===== config.mk =====
export PLATFORM = sky130hd
export DESIGN_NAME = plsc_port_regs
export DESIGN_NICKNAME = d
export VERILOG_FILES = /design/src/rtl/plsc_pkg.sv /design/src/rtl/plsc_port_regs.sv
export SDC_FILE = /design/constraint.sdc
export NUM_CORES = 1
export LEC_CHECK = 0
export BUFFER_PORTS_ARGS = -buffer_cell sky130_fd_sc_hd__buf_2
export CORE_ASPECT_RATIO = 2
export CORE_UTILIZATION = 53
export CTS_BUF_LIST = sky130_fd_sc_hd__clkbuf_4 sky130_fd_sc_hd__clkbuf_8
export DETAILED_ROUTE_END_ITERATION = 10
export PLACE_DENSITY = 0.88
export SLEW_MARGIN = 40
export SYNTH_ARGS = -nofsm -noshare
export SYNTH_HDL_FRONTEND = slang
export SYNTH_SLANG_ARGS = --single-unit

===== constraint.sdc =====
create_clock -name clock -period 3.97 [get_ports clock]
set_clock_uncertainty 0.15 [all_clocks]
set_input_delay 0.5955 -clock clock [delete_from_list [all_inputs] [get_ports clock]]
set_output_delay 0.5955 -clock clock [all_outputs]
set_load 0.005 [all_outputs]

===== src/rtl/plsc_pkg.sv =====
package plsc_pkg;

    // register byte addresses on the 12-bit configuration port
    localparam logic [11:0] LINK_CONTROL_OFFSET  = 12'h0_050;
    localparam logic [11:0] LINK_STATUS_OFFSET   = 12'h0_052;
    localparam logic [11:0] SLOT_CAPS_OFFSET     = 12'h0_054;
    localparam logic [11:0] EVENT_STATUS_OFFSET  = 12'h0_100;
    localparam logic [11:0] EVENT_MASK_OFFSET    = 12'h0_104;
    localparam logic [11:0] PORT_CONTROL_OFFSET  = 12'h0_108;

    // link control fields
    localparam int LCTL_RETRAIN_BIT    = 5;
    localparam int LCTL_BW_IRQ_EN_BIT  = 10;
    localparam int LCTL_ABW_IRQ_EN_BIT = 11;

    // link status fields
    localparam int LSTS_SPEED_LSB      = 0;
    localparam int LSTS_WIDTH_LSB      = 4;
    localparam int LSTS_TRAINING_ERROR_BIT       = 10;
    localparam int LSTS_TRAIN_BIT      = 11;
    localparam int LSTS_SLOT_CLK_BIT   = 12;
    localparam int LSTS_DL_ACTIVE_BIT  = 13;
    localparam int LSTS_BW_STS_BIT     = 14;
    localparam int LSTS_ABW_STS_BIT    = 15;

    // slot capability fields: bits 0..5 are the presence/surprise flags
    localparam int SCAP_FLAG_COUNT     = 6;

    // port control field
    localparam int PCTL_UNLOCK_BIT     = 0;

    // event status / mask bit positions
    localparam int EVT_BW_MGMT         = 0;
    localparam int EVT_AUTO_BW         = 1;
    localparam int EVT_TRAIN_ERROR     = 2;
    localparam int EVT_DL_CHANGE       = 3;
    localparam int EVT_COUNT           = 4;

    // reset values
    localparam logic [3:0] LINK_SPEED_RESET = 4'h1;
    localparam logic [5:0] LINK_WIDTH_RESET = 6'h00;

    // consecutive ordered sets with the autonomous-change flag
    localparam int TS_AUTO_RUN         = 8;

    // cycles the strap synchronisers need before the strap is caught
    localparam logic [1:0] STRAP_SETTLE = 2'h2;

endpackage


===== src/rtl/plsc_port_regs.sv =====
// The implementer's own choice: the strobed register port.
`timescale 1ns/1ps

// Notes on behaviour
// - bw-mgmt enable set: interrupt whenever bw-mgmt status becomes set
// - autonomous-bw enable set: interrupt whenever autonomous status set
// - no bandwidth-notify capability: enables and statuses read zero
// - base 1.1 mode: bandwidth enables and statuses read-only zero
// - speed field bits 3:0 reports current speed, taken live from link_speed
// - width field bits 9:4 reports negotiated lane count
// - training error bit 10 set on failed training in 1.0a mode
// - bit 11 reads one while link training is in progress
// - slot clock bit 12 loads from port's strap; eeprom may override
// - bit 13 mirrors data link active, zero when not capable
// - bit 14 set when requested retrain completes without link down
// - bit 14 also set on reliability-driven autonomous speed/width change
// - bit 15 set on other autonomous changes; write one clears
// - downstream port sets bit 15 after eight flagged ordered sets
// - slot cap bits 0..4 flag button, power, sensor, indicators
// - slot cap bit 5 flags surprise removal
// - slot cap bits 0..5 read zero when slot not implemented
// - writing one to retrain bit starts recovery (on an upstream port only while unlocked); bit reads zero
module plsc_port_regs
#(
    parameter int TS_RUN = plsc_pkg::TS_AUTO_RUN
)
(
    input  wire logic         clock,
    input  wire logic         reset_n,
    // configuration port
    input  wire logic [11:0]  cfg_addr,
    input  wire logic [31:0]  cfg_wdata,
    input  wire logic         cfg_wr,
    input  wire logic         cfg_rd,
    output logic      [31:0]  cfg_rdata,
    // static port configuration
    input  wire logic         is_upstream_port,
    input  wire logic         base_rev_1_1,
    input  wire logic         bw_notify_capable,
    input  wire logic         dl_active_capable,
    input  wire logic         slot_implemented,
    // strap pins
    input  wire logic         upstream_common_clock_strap,
    input  wire logic         downstream_common_clock_strap,
    // serial eeprom configuration load
    input  wire logic         eeprom_load,
    input  wire logic         eeprom_slot_clock,
    input  wire logic [5:0]   eeprom_slot_caps,
    // link and physical layer state
    input  wire logic [3:0]   link_speed,
    input  wire logic [5:0]   link_width,
    input  wire logic         training_in_progress,
    input  wire logic         training_failed,
    input  wire logic         data_link_active,
    input  wire logic         data_link_down,
    input  wire logic         retrain_done,
    input  wire logic         auto_change_reliability,
    input  wire logic         auto_change_other,
    input  wire logic         ts_received,
    input  wire logic         ts_auto_change,
    // to the link layer and the interrupt controller
    output logic              retrain_request,
    output logic              irq
);
    import plsc_pkg::*;

    typedef struct packed {
        logic [31:0]                rdata;
        logic                       irq;
        logic                       retrain;
        logic                       retrain_pend;
        logic                       bw_irq_en;
        logic                       abw_irq_en;
        logic                       bw_sts;
        logic                       abw_sts;
        logic                       training_error;
        logic                       dla_prev;
        logic                       slot_clk;
        logic [SCAP_FLAG_COUNT-1:0] slot_caps;
        logic                       unlock;
        logic [EVT_COUNT-1:0]       evt_sts;
        logic [EVT_COUNT-1:0]       evt_mask;
        logic [3:0]                 ts_cnt;
        logic [1:0]                 strap_cnt;
        logic                       us_s1;
        logic                       us_s2;
        logic                       ds_s1;
        logic                       ds_s2;
    } plsc_state_t;

    plsc_state_t s_q;
    plsc_state_t s_d;

    logic        bw_ok;
    logic        wr_lctl;
    logic        wr_lsts;
    logic        wr_scap;
    logic        sw_may_lock;
    logic        bw_set;
    logic        abw_set;
    logic        ts_run_hit;
    logic [15:0] lctl_view;
    logic [15:0] lsts_view;
    logic [31:0] scap_view;
    logic [EVT_COUNT-1:0] evt_set;

    ////////////////////////////////////////////////////////////////////////
    // decode and qualification

    // bandwidth fields exist only with the capability and outside 1.1 mode
    assign bw_ok = bw_notify_capable & ~base_rev_1_1;

    assign wr_lctl = cfg_wr & (cfg_addr == LINK_CONTROL_OFFSET);
    assign wr_lsts = cfg_wr & (cfg_addr == LINK_STATUS_OFFSET);
    assign wr_scap = cfg_wr & (cfg_addr == SLOT_CAPS_OFFSET);

    // lockable fields accept software writes only while unlocked
    assign sw_may_lock = s_q.unlock;

    // full run of flagged ordered sets; only downstream ports act on it
    assign ts_run_hit = ts_received & ts_auto_change
                        & (s_q.ts_cnt == 4'(TS_RUN - 1))
                        & ~is_upstream_port;

    // a retrain completes cleanly only if no link-down was seen meanwhile
    assign bw_set = bw_ok & (
                    (s_q.retrain_pend & retrain_done & ~data_link_down)
                    | (auto_change_reliability & ~data_link_down));
    assign abw_set = bw_ok & (auto_change_other | ts_run_hit);

    assign evt_set[EVT_BW_MGMT]     = bw_set;
    assign evt_set[EVT_AUTO_BW]     = abw_set;
    assign evt_set[EVT_TRAIN_ERROR] = training_failed & ~base_rev_1_1;
    assign evt_set[EVT_DL_CHANGE]   = data_link_active ^ s_q.dla_prev;

    ////////////////////////////////////////////////////////////////////////
    // read views of the three documented registers

    always_comb
    begin
        lctl_view = 16'h0_000;
        // retrain bit always reads zero
        lctl_view[LCTL_BW_IRQ_EN_BIT]  = s_q.bw_irq_en & bw_ok;
        lctl_view[LCTL_ABW_IRQ_EN_BIT] = s_q.abw_irq_en & bw_ok;
    end

    always_comb
    begin
        lsts_view = 16'h0_000;
        lsts_view[LSTS_SPEED_LSB +: 4] = link_speed;
        lsts_view[LSTS_WIDTH_LSB +: 6] = link_width;
        // undefined in 1.1 mode; it reads zero there
        lsts_view[LSTS_TRAINING_ERROR_BIT]       = s_q.training_error & ~base_rev_1_1;
        lsts_view[LSTS_TRAIN_BIT]      = training_in_progress;
        lsts_view[LSTS_SLOT_CLK_BIT]   = s_q.slot_clk;
        lsts_view[LSTS_DL_ACTIVE_BIT]  = data_link_active
                                         & dl_active_capable;
        lsts_view[LSTS_BW_STS_BIT]     = s_q.bw_sts & bw_ok;
        lsts_view[LSTS_ABW_STS_BIT]    = s_q.abw_sts & bw_ok;
    end

    // presence flags vanish when the port has no slot
    always_comb
    begin
        scap_view = 32'h0000_0000;
        scap_view[SCAP_FLAG_COUNT-1:0] = s_q.slot_caps
                  & {SCAP_FLAG_COUNT{slot_implemented}};
    end

    ////////////////////////////////////////////////////////////////////////
    // next-state logic

    always_comb
    begin
        s_d = s_q;

        // strap synchronisers
        s_d.us_s1 = upstream_common_clock_strap;
        s_d.us_s2 = s_q.us_s1;
        s_d.ds_s1 = downstream_common_clock_strap;
        s_d.ds_s2 = s_q.ds_s1;

        // catch the strap once the synchronisers hold a settled value
        // the counter parks one past the settle point: the capture then
        // happens once and never undoes a later eeprom or software value
        if (s_q.strap_cnt != STRAP_SETTLE + 2'h1)
        begin
            s_d.strap_cnt = s_q.strap_cnt + 2'h1;
        end
        if (s_q.strap_cnt == STRAP_SETTLE)
        begin
            s_d.slot_clk = is_upstream_port ? s_q.us_s2
                                            : s_q.ds_s2;
        end

        // eeprom load overrides straps and ignores the unlock control
        if (eeprom_load)
        begin
            s_d.slot_clk  = eeprom_slot_clock;
            s_d.slot_caps = eeprom_slot_caps;
        end

        // software writes
        s_d.retrain = 1'b0;
        if (wr_lctl)
        begin
            if (bw_ok)
            begin
                s_d.bw_irq_en  = cfg_wdata[LCTL_BW_IRQ_EN_BIT];
                s_d.abw_irq_en = cfg_wdata[LCTL_ABW_IRQ_EN_BIT];
            end
            // upstream retrain is held off unless unlocked
            if (cfg_wdata[LCTL_RETRAIN_BIT]
                && (!is_upstream_port || s_q.unlock))
            begin
                s_d.retrain      = 1'b1;
                s_d.retrain_pend = 1'b1;
            end
        end
        if (wr_lsts)
        begin
            if (sw_may_lock)
            begin
                s_d.slot_clk = cfg_wdata[LSTS_SLOT_CLK_BIT];
            end
            if (cfg_wdata[LSTS_BW_STS_BIT])
            begin
                s_d.bw_sts = 1'b0;
            end
            if (cfg_wdata[LSTS_ABW_STS_BIT])
            begin
                s_d.abw_sts = 1'b0;
            end
        end
        if (wr_scap && sw_may_lock && slot_implemented)
        begin
            // button, power ctrl, sensor, indicators, surprise removal
            s_d.slot_caps = cfg_wdata[SCAP_FLAG_COUNT-1:0];
        end
        if (cfg_wr && cfg_addr == EVENT_STATUS_OFFSET)
        begin
            s_d.evt_sts = s_q.evt_sts & ~cfg_wdata[EVT_COUNT-1:0];
        end
        if (cfg_wr && cfg_addr == EVENT_MASK_OFFSET)
        begin
            s_d.evt_mask = cfg_wdata[EVT_COUNT-1:0];
        end
        if (cfg_wr && cfg_addr == PORT_CONTROL_OFFSET)
        begin
            s_d.unlock = cfg_wdata[PCTL_UNLOCK_BIT];
        end

        // retrain tracking ends on completion or on link down
        if (retrain_done || data_link_down)
        begin
            s_d.retrain_pend = 1'b0;
        end

        // ordered-set run counter; any unflagged set restarts the run
        if (ts_received)
        begin
            if (!ts_auto_change || ts_run_hit
                || s_q.ts_cnt == 4'(TS_RUN - 1))
            begin
                s_d.ts_cnt = 4'h0;
            end
            else
            begin
                s_d.ts_cnt = s_q.ts_cnt + 4'h1;
            end
        end

        // training error holds until the data link comes up again
        if (data_link_active)
        begin
            s_d.training_error = 1'b0;
        end
        if (training_failed && !base_rev_1_1)
        begin
            s_d.training_error = 1'b1;
        end

        // hardware sets win over a same-cycle write-one clear
        if (bw_set)
        begin
            s_d.bw_sts = 1'b1;
        end
        if (abw_set)
        begin
            s_d.abw_sts = 1'b1;
        end
        s_d.evt_sts  = s_d.evt_sts | evt_set;
        s_d.dla_prev = data_link_active;

        // one level output; built from next state so it tracks the flags
        s_d.irq = (s_d.bw_sts & s_d.bw_irq_en & bw_ok)
                  | (s_d.abw_sts & s_d.abw_irq_en & bw_ok)
                  | (|(s_d.evt_sts & s_d.evt_mask));

        // read data stand only in the cycle after the read strobe
        s_d.rdata = 32'h0000_0000;
        if (cfg_rd)
        begin
            unique case (cfg_addr)
                LINK_CONTROL_OFFSET: s_d.rdata = {16'h0_000, lctl_view};
                LINK_STATUS_OFFSET:  s_d.rdata = {16'h0_000, lsts_view};
                SLOT_CAPS_OFFSET:    s_d.rdata = scap_view;
                EVENT_STATUS_OFFSET:
                    s_d.rdata[EVT_COUNT-1:0] = s_q.evt_sts;
                EVENT_MASK_OFFSET:
                    s_d.rdata[EVT_COUNT-1:0] = s_q.evt_mask;
                PORT_CONTROL_OFFSET:
                    s_d.rdata[PCTL_UNLOCK_BIT] = s_q.unlock;
                default:             s_d.rdata = 32'h0000_0000;
            endcase
        end
    end

    ////////////////////////////////////////////////////////////////////////
    // state register

    always_ff @(posedge clock or negedge reset_n)
    begin
        if (!reset_n)
        begin
            s_q <= '0;
        end
        else
        begin
            s_q <= s_d;
        end
    end

    assign cfg_rdata       = s_q.rdata;
    assign retrain_request = s_q.retrain;
    assign irq             = s_q.irq;

endmodule


# Yosys cells after proc, flatten, opt, wreduce, memory -nomap -nowiden
# Index checks and enable logic that the tools add are counted.
# totals
romBits	0
mem_bits_rw	0
latch_bits	0
inputBits	82
out_inout_bits	34
regBits	67
memories	0
word_cells	112
# classes
eq_ne	9
bitwise	36
shift	0
n_div	0
reduce_logical	20
multipliers	0
add_sub_neg	2
n_mux	24
magnitude_cmp	0
# op_table
cell	n
12-bit by 7-bit == test with 1-bit output (second input constant)	3
12-bit by 9-bit == test with 1-bit output (second input constant)	3
12-bit one-hot mux with 3 select lines	1
1-bit bitwise AND	23
16-bit two-way mux	1
4-bit two-way mux	4
3-bit one-hot mux with 4 select lines	1
1-bit two-way mux	11
4-bit bitwise AND	2
2-bit nonzero test	4
1-bit logical AND	7
7-bit two-way mux	1
6-bit bitwise AND	1
2-bit two-way mux	3
6-bit two-way mux	1
1-bit one-hot mux with 5 select lines	1
4-bit by 1-bit adder with 4-bit output (second input constant)	1
4-bit by 3-bit == test with 1-bit output (second input constant)	1
1-bit logical OR	4
4-bit NOT	1
1-bit OR	4
4-bit OR	1
4-bit OR reduction	1
1-bit logical NOT	3
6 further kinds	8

# Longest topological paths before layout
# logic_depth
depth_word	10
mapped_depth	9
ltp_nobuf	7

# Worst setup path before layout
# No wires, ideal clock.
# synth_path
kind	input to register
from	in cfg_addr[5]
to	reg s_q (netlist bit irq)
slack_ps	1888
path_buffers	1
t_arrival_ps	1797
path_stages	7
required_time_ps	3685
setup_time_ps	135
path_cell_list	nor4b_2 > and2_1 > buf_4 > nand4_2 > mux2_4 > a22oi_2 > o211ai_1
# synth_rtl
element	line	rtl
from (decl)	plsc_port_regs.sv:31	input wire logic [11:0] cfg_addr,
to (signal assigned)	plsc_port_regs.sv:326	s_q <= '0;
to (signal assigned)	plsc_port_regs.sv:330	s_q <= s_d;
to (decl)	plsc_port_regs.sv:91	plsc_state_t s_q;

==> metrics <==
Post-DRT Antenna Nets 0; # diodes 0; final net count 387; worst vdd ir 0.244 mV; fmax 427 MHz; PortBufs 78; Root Buffer clkbuf_8; CP max-delay cell and3_1; sequential share of the synthesized area 0.483; Slew Limit Fails 0; status finished, final reports clean; Synth top area share 0.483; CP endpoint kind flip-flop; Leak Pwr 0.00149 uW; delay of the slowest cell on the worst path 670 ps; CTS tree built; vias 1991; final WL 5630 um; cts hold-fix bufs 0; Area growth syn-to-layout 12.3%; final setup fails 0; WL per Instance 15.6 um; dpl ws 1340 ps; GRT busiest layer met2; Cell Chain, Critical Path buf_2 > nor4b_1 > and3_1 > nand3_1 > a21o_1 > a22oi_2 > o211ai_1; Crit Path Category input pin to flip-flop; initial antenna violation count 0; Cells after Synth 242; clock-pin slew on the worst setup and hold paths 90 ps; setup tns final 0 ps; RSZ-0062 raised after global routing no; die area 5290 um^2; Synth Warn # 0; Total Routing Usage GR 0.229; Synth Register Bits 51; final period utilization 0.589; Pre-antenna DRT Iters 4; layout cell share with drive strength beyond 1 0.376; DRC Markers 0; die width 51.9 um; CP top delay family simple AND/OR/NAND/NOR gates; count of cell types in the netlist 48; main flop type after synthesis dfrtp_1; CTS max path bufs 2; met1 Track Usage GR 0.235; area leader, netlist dfrtp_1; first-pass GRT wire length 8690 um; Worst-Margin Slew 708 ps; post-CTS setup buffers 0; cell area after synthesis 2640 um^2; num rows 36; vias in the first global route 1916; HP Class input pin to asynchronous set/reset pin; Starting Density 0.548; grt met2 use 0.418; via/cell ratio 5.53; Hold WS 155 ps; Synth area leaders dfrtp_1, buf_4, a22oi_1; Num Clock Sinks 51; detailed placer's ending HPWL 4330 um; CP Data Required Time 3990 ps; core area 4820 um^2; RD Place Congestion 0.926; grt total ovfl 0; met3 usage 0.0387; critical path fanouts, max 18; startpoint types input pin; asr flop ratio synth 1.00; clock period minus worst slack 2340 ps; maxcap violations 0; htree depth 2; WP data arrival 2360 ps; Hold Fails Final Rpt 0; die extent in y 102 um; Power Density 327 nW/um^2; cts bufs inserted 5; largest net degree at the start of global routing 52; CTS resizes 0; Slew Limit Headroom 0.521; Iteration-0 DRC Markers 73; Ports 116; worst skew pair latency 300 ps; Setup WS post-layout 1630 ps; WP buf/inv 1; Mean Syn Cell Area 10.9 um^2; number of synthesized flops with an enable pin 0
==> cells by family after synthesis <==
family,count (synthesis),synth area share
buf+inv,47,0.124
simple gates,77,0.181
mux,15,0.0634
flops,51,0.483
other cells,1,0.00142
compound gates,46,0.126
xor+xnor,2,0.00663
fa+ha+maj,3,0.0142
==> power breakdown <==
part | total (uW) | internal, uW | switching [uW]
clock | 324 | 166 | 158
sequential | 546 | 536 | 10.1
combinational | 101 | 42.9 | 57.7
total | 970 | 744 | 226
==> worst paths after layout <==
check | start | endpoint | slack (ps) | cells after the start
max reg2reg | s_q[6] | irq | 2040 | 7
min | reset_n | s_q[24] | 150 | 1
max | cfg_addr[0] | irq | 1630 | 7
min in group clock | s_d[2] | s_q[2] | 210 | 0
max in group asynchronous | reset_n | s_q[29] | 3090 | 1
min reg2reg | s_d[2] | s_q[2] | 210 | 0
==> worst reg2reg max path, cell delays in order (launching register included) <==
cell      delay (ps)
dfrtp_1          410
ha_1             250
nand3b_1         120
nor3_1            60
o21a_1           220
a21o_1           190
a22oi_1          270
o211ai_1         130
==> layer usage <==
layer	vias up	routed length [um]	part of all wire
li1	928	-	-
met1	943	1830	0.33
met2	100	3210	0.57
met3	20	331	0.059
met4	0	261	0.046
met5	-	0	0
==> area by class of cell <==
cell class | instances | area, um^2
Clock buffer | 8 | 104
Fill cell | 415 | 1850
Inverter | 7 | 26.3
Multi-Input combinational cell | 159 | 1100
Sequential cell | 51 | 1280
Tap cell | 57 | 71.3
Timing Repair Buffer | 78 | 393
==> cell usage in the layout (no fill, tap or decap), drive strengths merged, types with 3 or more instances in the layout <==
cell    synthesis  layout
inv             7       7
nor3            4       4
buf            39      78
nand3           9       9
ha              3       3
mux2            8       8
a22oi          12      12
a21oi           9       9
and3            9       9
and2            5       5
a21o            5       5
conb            1      16
clkbuf          1       8
nor4b           5       5
dfrtp          51      51
mux2i           7       7
o21ai           9       9
nor2           11      11
nand2          21      21
nand4           7       7
==> flip-flops by register name, summed over array words and instances (netlist names) <==
signal           flops
sw_may_lock          1
retrain_request      1
s_q                 29
s_d                  2
lsts_view            1
cfg_rdata           16
irq                  1
==> stage by stage <==
stage	util	instance area, um^2	total power [uW]	cells
2_1_floorplan	-	2700	606	257
3_3_place_gp	0.593	2860	653	352
3_5_place_dp	0.594	2860	658	352
4_1_cts	0.616	2970	978	360
5_1_grt	0.616	2970	1010	360
6_report	0.616	2970	970	360
==> synthesized netlist by cell type, types with 7 or more instances <==
cell / count
buf_4: 35
nand2_1: 15
a21oi_1: 9
mux2i_1: 7
inv_1: 7
dfrtp_1: 51
and3_1: 8
nand3_1: 8
nor2_1: 11
a22oi_1: 11
Power figures use the tool's default switching activity.
